`src/evpd_pkg.sv`:
```
// Shared constants for the exception vector priority decoder.
package evpd_pkg;
   // Fixed reset vectors, independent of the programmable base.
   localparam logic [15:0] VEC_RST_PIN = 16'hFFFE;
   localparam logic [15:0] VEC_RST_CLKMON = 16'hFFFC;
   localparam logic [15:0] VEC_RST_WDOG = 16'hFFFA;
   // Low-byte offsets added to the vector base.
   localparam logic [7:0] OFS_TRAP = 8'hF8;
   localparam logic [7:0] OFS_SWI = 8'hF6;
   localparam logic [7:0] OFS_XLVL = 8'hF4;
   localparam logic [7:0] OFS_I_TOP = 8'hF2;
   localparam logic [7:0] OFS_I_LOW = 8'h82;
   localparam logic [7:0] OFS_SPUR = 8'h80;
   // Base upper byte after reset and while background debug runs.
   localparam logic [7:0] BASE_RST = 8'hFF;
   localparam logic [7:0] BASE_DEBUG = 8'hFF;
   // Reset value of the registered vector output.
   localparam logic [15:0] VEC_RST_VAL = 16'h0000;
   // Register byte addresses on the bus.
   localparam int WB_AW = 8;
   localparam logic [WB_AW-1:0] ADR_BASE = 8'h00;
   localparam logic [WB_AW-1:0] ADR_STAT = 8'h04;
   // Status register field positions.
   localparam int STAT_VEC_LSB = 0;
   localparam int STAT_XPEND = 16;
   localparam int STAT_IPEND = 17;
   localparam int STAT_WAKE = 18;
   // Width of an I-level channel index and the largest channel count.
   localparam int IDX_W = 6;
   localparam int MAX_IREQ = 57;
endpackage : evpd_pkg

```
`src/evpd_prio_enc.sv`:
```
// Fixed-priority encoder: the lowest set index wins.
`timescale 1ns/1ps
`default_nettype none
module evpd_prio_enc
   import evpd_pkg::*;
#(
   parameter int N = MAX_IREQ
) (
   input wire logic [N-1:0] req_i, // Qualified request lines.
   output logic any_o, // At least one line is set.
   output logic [IDX_W-1:0] idx_o // Index of the winning line.
);
   logic [N:0] seen; // Set once a lower index has been seen.
   logic [N-1:0] win; // One-hot winner.

   // The index port must be able to name every channel.
   generate
      if (N < 1 || N > (1 << IDX_W)) begin : g_bad_n
         $error("N does not fit the index width");
      end
   endgenerate

   assign seen[0] = 1'b0;

   // One stage per channel; a stage wins only if nothing below it did.
   genvar k;
   generate
      for (k = 0; k < N; k = k + 1) begin : g_chan
         assign seen[k+1] = seen[k] | req_i[k];
         assign win[k] = req_i[k] & ~seen[k];
      end
   endgenerate

   assign any_o = seen[N];

   // Encode the one-hot winner into a binary index.
   always_comb begin
      idx_o = '0;
      for (int j = 0; j < N; j++) begin
         if (win[j]) begin
            idx_o = idx_o | IDX_W'(j);
         end
      end
   end
endmodule // evpd_prio_enc
`default_nettype wire

```
`src/evpd_wb_regs.sv`:
```
// Classic Wishbone slave holding the vector base and reading status.
`timescale 1ns/1ps
`default_nettype none
module evpd_wb_regs
   import evpd_pkg::*;
(
   input wire logic clk_i, // Core clock.
   input wire logic rst_i, // Synchronous reset, active high.
   input wire logic ce_i, // Clock enable; low freezes all state.
   input wire logic [WB_AW-1:0] adr_i, // Byte address.
   input wire logic [31:0] dat_i, // Write data.
   input wire logic [3:0] sel_i, // Byte lane selects.
   input wire logic we_i, // Write strobe qualifier.
   input wire logic stb_i, // Strobe.
   input wire logic cyc_i, // Cycle.
   input wire logic [31:0] stat_i, // Status word to read back.
   output logic [31:0] dat_o, // Read data, registered.
   output logic ack_o, // Acknowledge, registered.
   output logic [7:0] base_o // Vector base upper byte.
);
   typedef struct packed {
      logic [7:0] base; // Vector base upper byte.
      logic ack; // Acknowledge pulse.
      logic [31:0] dat; // Read data.
   } evpd_wb_st_t;

   evpd_wb_st_t st_r; // Registered state.
   evpd_wb_st_t st_nxt; // Next state.
   logic take; // A new request is taken this cycle.

   // One wait-free answer: ack one cycle after the request, then drop.
   always_comb begin
      st_nxt = st_r;
      take = cyc_i & stb_i & ~st_r.ack;
      st_nxt.ack = take;
      if (take) begin
         st_nxt.dat = '0;
         case (adr_i)
            ADR_BASE: begin
               // Readable and writable at any time.
               st_nxt.dat = {24'h000000, st_r.base};
               if (we_i && sel_i[0]) begin
                  st_nxt.base = dat_i[7:0];
               end
            end
            ADR_STAT: begin
               st_nxt.dat = stat_i;
            end
            default: begin
               // Unmapped addresses still answer, reading zero.
               st_nxt.dat = '0;
            end
         endcase
      end
   end

   // Register the state; reset places the vectors at the top.
   always_ff @(posedge clk_i) begin
      if (rst_i) begin
         st_r <= '{base: BASE_RST, ack: 1'b0, dat: '0};
      end else if (ce_i) begin
         st_r <= st_nxt;
      end
   end

   assign dat_o = st_r.dat;
   assign ack_o = st_r.ack;
   assign base_o = st_r.base;
endmodule // evpd_wb_regs
`default_nettype wire

```
`src/evpd_decoder.sv`:
```
// Exception vector priority decoder top with register slave.
//
// Overview of operation
// - Vector base is register byte, low zero.
// - Reset loads the base byte with ones.
// - Reset vectors are fixed, ignore base.
// - Debug active forces base byte to ones.
// - Highest vector address wins among pending.
// - I-level needs enable, clear mask, none higher.
// - Non I-level always outrank I-level; a masked X-level does not here.
// - Unmasked X-level preempts I-level routines.
// - Vector chosen when core asks for it.
// - No active request gives spurious vector.
// - Pin, clock monitor, watchdog reset vectors.
// - Trap F8, software or debug F6.
// - Single X-level request at F4.
// - Highest I-level source at F2.
// - Peripheral sources F0 down to 82.
// - Qualifying request wakes core while gated.
// - Base register readable, writable any time.
// - I mask blocks I-level wake-up.
// - X-level wakes despite its mask set.
//
// Added by the designer: the register addresses and the Wishbone interface to the registers.
`timescale 1ns/1ps
`default_nettype none
module evpd_decoder
   import evpd_pkg::*;
#(
   parameter int NUM_IREQ = MAX_IREQ // I-level channel count.
) (
   input wire logic MCLK_I, // Core clock, 40 MHz.
   input wire logic RST_I, // Synchronous reset, active high.
   input wire logic CE_I, // Clock enable; low freezes all state.
   input wire logic [WB_AW-1:0] ADR_I, // Wishbone byte address.
   input wire logic [31:0] DAT_I, // Wishbone write data.
   input wire logic [3:0] SEL_I, // Wishbone byte selects.
   input wire logic WE_I, // Wishbone write enable.
   input wire logic STB_I, // Wishbone strobe.
   input wire logic CYC_I, // Wishbone cycle.
   output logic [31:0] DAT_O, // Wishbone read data.
   output logic ACK_O, // Wishbone acknowledge.
   input wire logic RST_PIN_REQ_I, // Pin, power-on, address, voltage.
   input wire logic RST_CLKMON_REQ_I, // Clock monitor reset cause.
   input wire logic RST_WDOG_REQ_I, // Watchdog timer reset cause.
   input wire logic TRAP_REQ_I, // Unimplemented opcode trap.
   input wire logic SOFTWARE_EXCEPTION_REQUEST_I, // Software or debug.
   input wire logic X_LEVEL_REQ_I, // Die link error or x-level pin.
   input wire logic [NUM_IREQ-1:0] I_REQ_I, // I-level, 0 is highest.
   input wire logic [NUM_IREQ-1:0] I_EN_I, // Peripheral-local enables.
   input wire logic I_MASK_I, // I mask of core condition flags.
   input wire logic X_MASK_I, // X mask of core condition flags.
   input wire logic BACKGROUND_DEBUG_STATE_I, // Debug firmware runs.
   input wire logic VEC_REQ_I, // Core asks for a vector.
   output logic [15:0] VEC_ADDR_O, // Vector address, registered.
   output logic VEC_VALID_O, // Vector answer marker.
   output logic WAKE_O // Wake request to a gated core.
);
   // Refuse channel counts the vector window cannot hold.
   generate
      if (NUM_IREQ < 1 || NUM_IREQ > MAX_IREQ) begin : g_bad_count
         $error("NUM_IREQ must lie between 1 and the channel maximum");
      end
   endgenerate

   // The encoder index must be wide enough for every channel.
   generate
      if (NUM_IREQ > (1 << IDX_W)) begin : g_bad_index
         $error("NUM_IREQ exceeds the channel index width");
      end
   endgenerate

   // All decoder state in one record.
   typedef struct packed {
      logic [15:0] vec; // Last vector handed to the core.
      logic valid; // Answer marker.
   } evpd_st_t;

   evpd_st_t st_r; // Registered state.
   evpd_st_t st_nxt; // Next state.

   logic [7:0] base_reg; // Programmed base byte from the slave.
   logic [7:0] base_hi; // Upper byte actually used.
   logic [NUM_IREQ-1:0] i_act; // Requests with their local enable.
   logic i_any; // Some enabled I-level request exists.
   logic [IDX_W-1:0] i_idx; // Winning I-level channel.
   logic [7:0] i_ofs; // Low byte of the winning I-level vector.
   logic x_pend; // X-level request that may be serviced.
   logic hi_pend; // Software, trap or serviceable X pending.
   logic rst_any; // Any reset cause pending.
   logic i_qual; // I-level request that may be serviced.
   logic vec_take; // Core vector request sampled this edge.
   logic [15:0] vec_sel; // Combinational vector choice.
   logic [31:0] stat_word; // Status word for the bus.

   // Only enabled sources compete at all.
   assign i_act = I_REQ_I & I_EN_I;

   // Fixed priority among I-level channels, lowest index highest.
   // A ripple chain is slow for many channels but needs no wide tree.
   evpd_prio_enc #(
      .N(NUM_IREQ)
   ) u_prio (
      .req_i(i_act),
      .any_o(i_any),
      .idx_o(i_idx)
   );

   // Channel 0 sits at F2, each next channel two bytes lower.
   // The count check keeps the subtraction from wrapping below 82.
   assign i_ofs = OFS_I_TOP - {1'b0, i_idx, 1'b0};

   // Masked X-level is not pending for service, only for wake-up.
   // A masked X-level request cannot be served, so it must not hold
   // off the I-level requests either; it only reaches the wake path.
   assign x_pend = X_LEVEL_REQ_I & ~X_MASK_I;
   assign hi_pend = TRAP_REQ_I | SOFTWARE_EXCEPTION_REQUEST_I | x_pend;
   assign i_qual = i_any & ~I_MASK_I & ~hi_pend;
   assign rst_any = RST_PIN_REQ_I | RST_CLKMON_REQ_I | RST_WDOG_REQ_I;

   // Debug firmware must find every vector at the top page.
   // The override acts at once, so debug entry needs no base write.
   assign base_hi = BACKGROUND_DEBUG_STATE_I ? BASE_DEBUG : base_reg;

   // The decision uses the requests present now, so a later higher
   // request replaces the one that made the core ask.
   always_comb begin
      // Resets first, at fixed addresses regardless of base.
      if (RST_PIN_REQ_I) begin
         vec_sel = VEC_RST_PIN;
      end else if (RST_CLKMON_REQ_I) begin
         vec_sel = VEC_RST_CLKMON;
      end else if (RST_WDOG_REQ_I) begin
         vec_sel = VEC_RST_WDOG;
      end else if (TRAP_REQ_I) begin
         vec_sel = {base_hi, OFS_TRAP};
      end else if (SOFTWARE_EXCEPTION_REQUEST_I) begin
         vec_sel = {base_hi, OFS_SWI};
      end else if (x_pend) begin
         // Non I-level sources rank above any I-level, except a masked X-level.
         vec_sel = {base_hi, OFS_XLVL};
      end else if (i_qual) begin
         vec_sel = {base_hi, i_ofs};
      end else begin
         // The request vanished before the core asked.
         vec_sel = {base_hi, OFS_SPUR};
      end
   end

   // Capture the vector on the edge the request is sampled.
   // Sampling the level lets a held request be answered again.
   assign vec_take = VEC_REQ_I;

   // Next-state logic: a fresh vector on each request.
   // The marker follows the request, so a held request keeps it high.
   always_comb begin
      st_nxt = st_r;
      st_nxt.valid = vec_take;
      if (vec_take) begin
         st_nxt.vec = vec_sel;
      end
   end

   // State register; a low clock enable freezes it, standing in for
   // the gated clock of the low-power modes.
   // Reset wins over a low enable so a frozen core still restarts.
   always_ff @(posedge MCLK_I) begin
      if (RST_I) begin
         st_r <= '{vec: VEC_RST_VAL, valid: 1'b0};
      end else if (CE_I) begin
         st_r <= st_nxt;
      end
   end

   assign VEC_ADDR_O = st_r.vec;
   assign VEC_VALID_O = st_r.valid;

   // The wake path is left combinational on purpose: with the clock
   // stopped no flip-flop could carry it. X-level wakes even when its
   // mask is set; the core then resumes without its routine.
   // Limitation: a source that drops before the core wakes is lost,
   // which is why the sources must hold their requests.
   assign WAKE_O = rst_any | X_LEVEL_REQ_I
      | (i_any & ~I_MASK_I);

   // Status for software: last vector and pending summary.
   // Bits above the wake flag read zero, so software may test the
   // word against a mask without clearing spare bits first.
   always_comb begin
      stat_word = '0;
      stat_word[STAT_VEC_LSB +: 16] = st_r.vec;
      stat_word[STAT_XPEND] = x_pend;
      stat_word[STAT_IPEND] = i_qual;
      stat_word[STAT_WAKE] = WAKE_O;
   end

   // Register slave holding the base byte.
   evpd_wb_regs u_regs (
      .clk_i(MCLK_I),
      .rst_i(RST_I),
      .ce_i(CE_I),
      .adr_i(ADR_I),
      .dat_i(DAT_I),
      .sel_i(SEL_I),
      .we_i(WE_I),
      .stb_i(STB_I),
      .cyc_i(CYC_I),
      .stat_i(stat_word),
      .dat_o(DAT_O),
      .ack_o(ACK_O),
      .base_o(base_reg)
   );
endmodule // evpd_decoder
`default_nettype wire

```
`config.mk`:
```
export PLATFORM = sky130hd
export DESIGN_NAME = evpd_decoder
export DESIGN_NICKNAME = d
export VERILOG_FILES = /design/src/evpd_pkg.sv /design/src/evpd_prio_enc.sv /design/src/evpd_wb_regs.sv /design/src/evpd_decoder.sv
export SDC_FILE = /design/constraint.sdc
export NUM_CORES = 1
export LEC_CHECK = 0
export ABC_CLOCK_PERIOD_IN_PS = 7800
export BUFFER_PORTS_ARGS = -buffer_cell sky130_fd_sc_hd__clkbuf_2
export CELL_PAD_IN_SITES_DETAIL_PLACEMENT = 0
export CELL_PAD_IN_SITES_GLOBAL_PLACEMENT = 1
export CORE_MARGIN = 5
export CORE_UTILIZATION = 32
export CTS_CLUSTER_DIAMETER = 200
export DETAILED_ROUTE_END_ITERATION = 10
export PLACE_DENSITY = 0.93
export SLEW_MARGIN = 20
export SYNTH_ARGS = -nofsm -noshare
export SYNTH_HDL_FRONTEND = slang
export SYNTH_HIERARCHICAL = 1
export SYNTH_SLANG_ARGS = --single-unit
```
`constraint.sdc`:
```
create_clock -name MCLK_I -period 7.8 [get_ports MCLK_I]
set_input_delay 1.56 -clock MCLK_I [delete_from_list [all_inputs] [get_ports MCLK_I]]
set_output_delay 1.56 -clock MCLK_I [all_outputs]
set_load 0.03 [all_outputs]
```
* After elaboration in Yosys (flattened, before gate mapping)
Index checks and enable logic that the tools add are counted.
** Cells by class
- Reductions and logical operators :: 10
- Magnitude comparators :: 0
- $add $sub $neg :: 1
- Multiply operators :: 0
- Bitwise logic cells :: 184
- Eq/ne operators :: 1
- Shift-type cells :: 0
- Mux-type cells :: 99
- Div/mod/pow operators :: 0
** Operators by type and width (count)
- $mux 16 :: 28
- $mux 6 :: 25
- $mux 41 :: 2
- $mux 5 :: 16
- $mux 32 :: 2
- $mux 8 :: 8
- $or 1x1->1 :: 62
- $and 1x1->1 :: 61
- $not 1->1 :: 60
- $and 57x57->57 :: 1
- $pmux 19 s2 :: 1
- $mux 17 :: 2
- $mux 4 :: 8
- $mux 3 :: 4
- $reduce_bool 2->1 :: 5
- $eq 8x3->1 const B :: 1
- $logic_not 8->1 :: 1
- $sub 8x7->8 const A :: 1
- $mux 2 :: 2
- $reduce_and 2->1 :: 2
- $reduce_and 4->1 :: 1
- $logic_and 1x1->1 :: 1
- $mux 1 :: 1
** Storage, ports and cells
- Register bits after elaboration :: 58
- Input port bits :: 174
- Bits in read-only memories :: 0
- Memories :: 0
- Latch bits :: 0
- Word-level logic and storage cells :: 300
- Memory bits (writable) :: 0

* Longest topological paths before layout
- Depth after elaboration :: 91
- Depth in mapped cells :: 11

* Cells and area by module
The synthesis kept the hierarchy.
** By module, submodules not included
- evpd_wb_regs :: area each 1823.0 um^2, instances 1, cells an instance 228
- evpd_decoder :: area each 1123.6 um^2, instances 1, cells an instance 153
- evpd_prio_enc :: area each 867.1 um^2, instances 1, cells an instance 134

* Worst setup path before layout
No wires, ideal clock.
- Path kind :: input-to-output
- Start point :: input I_REQ_I[20]
- End point :: output WAKE_O
- Arrival time :: 3.372 ns
- Stages :: 7
- Path slack :: 2.868 ns
- Cell sequence :: and2_1 nor4_1 nand4_2 nor3b_2 nand2_1 nor2b_1 or3_1
** Between the ends
- Word-level cells in the longest chain between the ends :: 40
** Ends and longest elaborated chain
- from (decl) :: line evpd_decoder.sv:49 : input wire logic [NUM_IREQ-1:0] I_REQ_I,
- $and 57x57->57 :: line evpd_decoder.sv:97 : assign i_act = I_REQ_I & I_EN_I;
- $or 1x1->1 (37 in a row) :: line evpd_prio_enc.sv:29 : assign seen[k+1] = seen[k] | req_i[k];
- via i_any :: line evpd_decoder.sv:85 : logic i_any;
- $and 1x1->1 :: line evpd_decoder.sv:184 : | (i_any & ~I_MASK_I);
- $or 1x1->1 :: line evpd_decoder.sv:184
- to (decl) :: line evpd_decoder.sv:57 : output logic WAKE_O
The timed path passes the listed nets, and every way through them passes these cells.

* Final worst setup path
- Start point :: input I_REQ_I[20]
- End point :: output WAKE_O
** Between the ends
- Word-level cells in the longest chain between the ends :: 40
** Ends and longest elaborated chain
- $and 57x57->57 :: line evpd_decoder.sv:97
- via i_act[20] :: line evpd_decoder.sv:84 : logic [NUM_IREQ-1:0] i_act;
- $or 1x1->1 (37 in a row) :: line evpd_prio_enc.sv:29
- via i_any :: line evpd_decoder.sv:85
- $and 1x1->1 :: line evpd_decoder.sv:184
- $or 1x1->1 :: line evpd_decoder.sv:184
The timed path passes the listed nets, and every way through them passes these cells.

==> run summary <==
Global-route wire length before repair: 19900 um
RSZ-0062 raised after global routing: no
Vias in the first global route: 4066
Full die area: 14200 um^2
FP Rows: 39
Final setup vio count: 0
Slowest-stage cell, CP: nor4_1
Most used cell, CP: clkbuf_2
Most area-consuming cells after synthesis: dfxtp_1, and2_1, nand2_1, nor2_1, or4_1
Hold Path End: u_regs/dat_o[22]
Tightest Hold Check Type: reg2reg
Max Clk Rate: 0.185 GHz
Critical-path cell list: clkbuf_2, and2_1, nor4_1, nand4_2, nor3b_2, nand2_1, nor2b_1, or3_1, clkbuf_2
Leakage power: 2.32 nW
Die width: 119 um
Max cap viols: 0
Worst IR Drop VDD: 0.000106 V
Share of cells above drive strength 1: 32.5%
Register area: 1140 um^2
Synth Cell Area: 3810 um^2
Antenna Diode Count: 0
Hold Crit Depth: 2
PwrDens: 172 nW/um^2
Via-per-instance ratio: 5.00
CTS Root Cell: clkbuf_16
Fill count: 1176
Period utilisation layout: 69.1%
Delay-heaviest family, CP: simple AND/OR/NAND/NOR gates
Initial DRT Pass Iterations: 5
Post-synth top area share: 29.9%
Post-route cell area: 5260 um^2
Placed Instances: 844
Pin count of the biggest net entering global routing: 61
Clock buffer depth: 2
Hold Buf Count CTS: 0
Crit Path Max Fanout: 5
Crit-path max cell delay: 0.55 ns
Gate Count Post-Synth: 515
Starting Density: 33.0%
Starting DRT DRC Count: 285
Library cells used by synthesis: 53
Worst reg2reg path startpoint: u_regs/ack_o
Gpl congestion: 0.825
CTS buffer count: 9
Tmin final: 5.39 ns
Outcome: finished clean
Grt ovf: 0
Hpwl dp: 9750 um
Wire per inst: 14.2 um
Crit. End Element: output pin
Initial antenna violation count: 0
DR vias: 4299
Reg2reg setup slack: 5.89 ns
Worst Hold Launch: u_regs/dat_o[22]
Critical path arrival: 3.83 ns
Crit Path Class: in2out
Postcts setup bufs: 0
Main flop type after synthesis: dfxtp_1
Post_cts resized: 0
Final Skew: 0.00578 ns
Area leader, netlist: dfxtp_1
Final net count: 887
Commonest non-fill, non-tap cell in the layout: clkbuf_2
Max-slew headroom: 50.2%
CTS tree: yes
Slew Limit Fails: 0
Yosys warns: 6
FF-to-FF path depth: 4
Number of synthesized flops with an enable pin: 0
Crit path depth: 9
H-tree depth: 3
Clock transition at the registers of the reported paths: 0.05 ns
I/O pins: 225
Placeable Area: 11600 um^2
Worst-margin pin slew: 0.741 ns
Drt drc: 0
R2R Path End: u_regs/base_o[7]
Setup TNS Final: 0 ns
CP bufs+invs: 2
Die Ht: 119 um
Hold Fails Final Rpt: 0
Area grow syn2layout: 37.9%
WP data required: 6.24 ns
Highest-count cells in the layout ignoring fill and taps: clkbuf_2, nand2_1, nor2_1
Area of the multi-input gates: 2490 um^2
Total clock sinks: 57
CP startpoint kind: primary input
Final WL: 12200 um
Post-Layout Cell Count: 860
Synthesized area per cell: 7.41 um^2
Register area share after synthesis: 29.9%
Number of synthesized register bits: 57
Post-route antenna net violation count: 0
Tot GR Track Use: 16.8%
Skew-Pair Late Insertion Delay: 0.32 ns
Port Buffers: 196
Hold slack final: 0.448 ns
Post-DP Area: 4910 um^2
Asr flop ratio synth: 0%
==> through the flow <==
step                total power [mW]  util, %  setup WS, ns
CTS                            0.914     45.5          2.43
global route                   0.946     45.5          2.23
global placement               0.461     42.5          2.42
finish                         0.904     45.5          2.41
detailed placement             0.462     42.5          2.43
floorplan                      0.403        -          2.87
==> cell type report <==
cell class / count / area share [%]
clock inverter: 6 / 2.00
tap: 143 / 3.40
multi-input combinational: 416 / 47.3
timing repair buffer: 198 / 18.9
inverter: 30 / 2.14
clock buffer: 10 / 4.54
sequential: 57 / 21.7
==> worst max path at each step <==
stage,startpoint,slack (ns),to
2_1_floorplan,I_REQ_I[20],2.87,WAKE_O
3_5_place_dp,I_REQ_I[1],2.43,WAKE_O
4_1_cts,I_REQ_I[1],2.43,WAKE_O
6_report,I_REQ_I[20],2.41,WAKE_O
5_1_grt,I_REQ_I[20],2.23,WAKE_O
3_3_place_gp,I_REQ_I[1],2.42,WAKE_O
==> worst min-delay path: stages, from the launching register on <==
cell and delay, ns:
dfxtp_1 0.30, nand2_1 0.05, a21oi_1 0.05
==> power by group <==
part | internal, mW | switching (mW) | total [mW]
Clock | 0.318 | 0.129 | 0.448
Combinational | 0.0652 | 0.0882 | 0.153
Sequential | 0.298 | 0.00526 | 0.303
Total | 0.681 | 0.223 | 0.904
==> synth_stat cells, drive strengths merged (4+ instances only) <==
master,count
o221ai,9
buf,6
o211ai,4
clkbuf,20
o31ai,4
a21oi,37
a2111oi,5
or3,6
nand2b,6
nor2b,7
inv,30
nand4,6
and2,58
o21ai,10
dfxtp,57
mux2i,8
nor4,18
a211oi,7
nand2,64
or4,29
nor3,21
nand3,11
nor2,61
==> sequential cells by signal (all words and copies together) (netlist names) <==
register / flops
u_regs/base_o: 8
VEC_VALID_O: 1
u_regs/dat_o: 32
u_regs/ack_o: 1
VEC_ADDR_O: 15
==> cells by family after synthesis <==
group | count (synthesis) | share of synthesized area (%)
xor gates and xnor gates | 2 | 0.459
muxes | 8 | 2.10
AOI/OAI and AO/OA | 92 | 15.7
DFF | 57 | 29.9
adders and majority gates | 1 | 0.328
and+or+nand+nor | 298 | 45.1
buffers and inverters | 56 | 6.27
other | 1 | 0.0983
==> layer usage <==
metal | track usage, % | routed length (um) | share of wire (%)
met4 | 2.68 | 103 | 0.85
met2 | 28.5 | 5820 | 48
met1 | 21.5 | 5300 | 44
met3 | 4.93 | 950 | 7.8
met5 | 0 | 0 | 0
(Power assumes the default switching activity.)
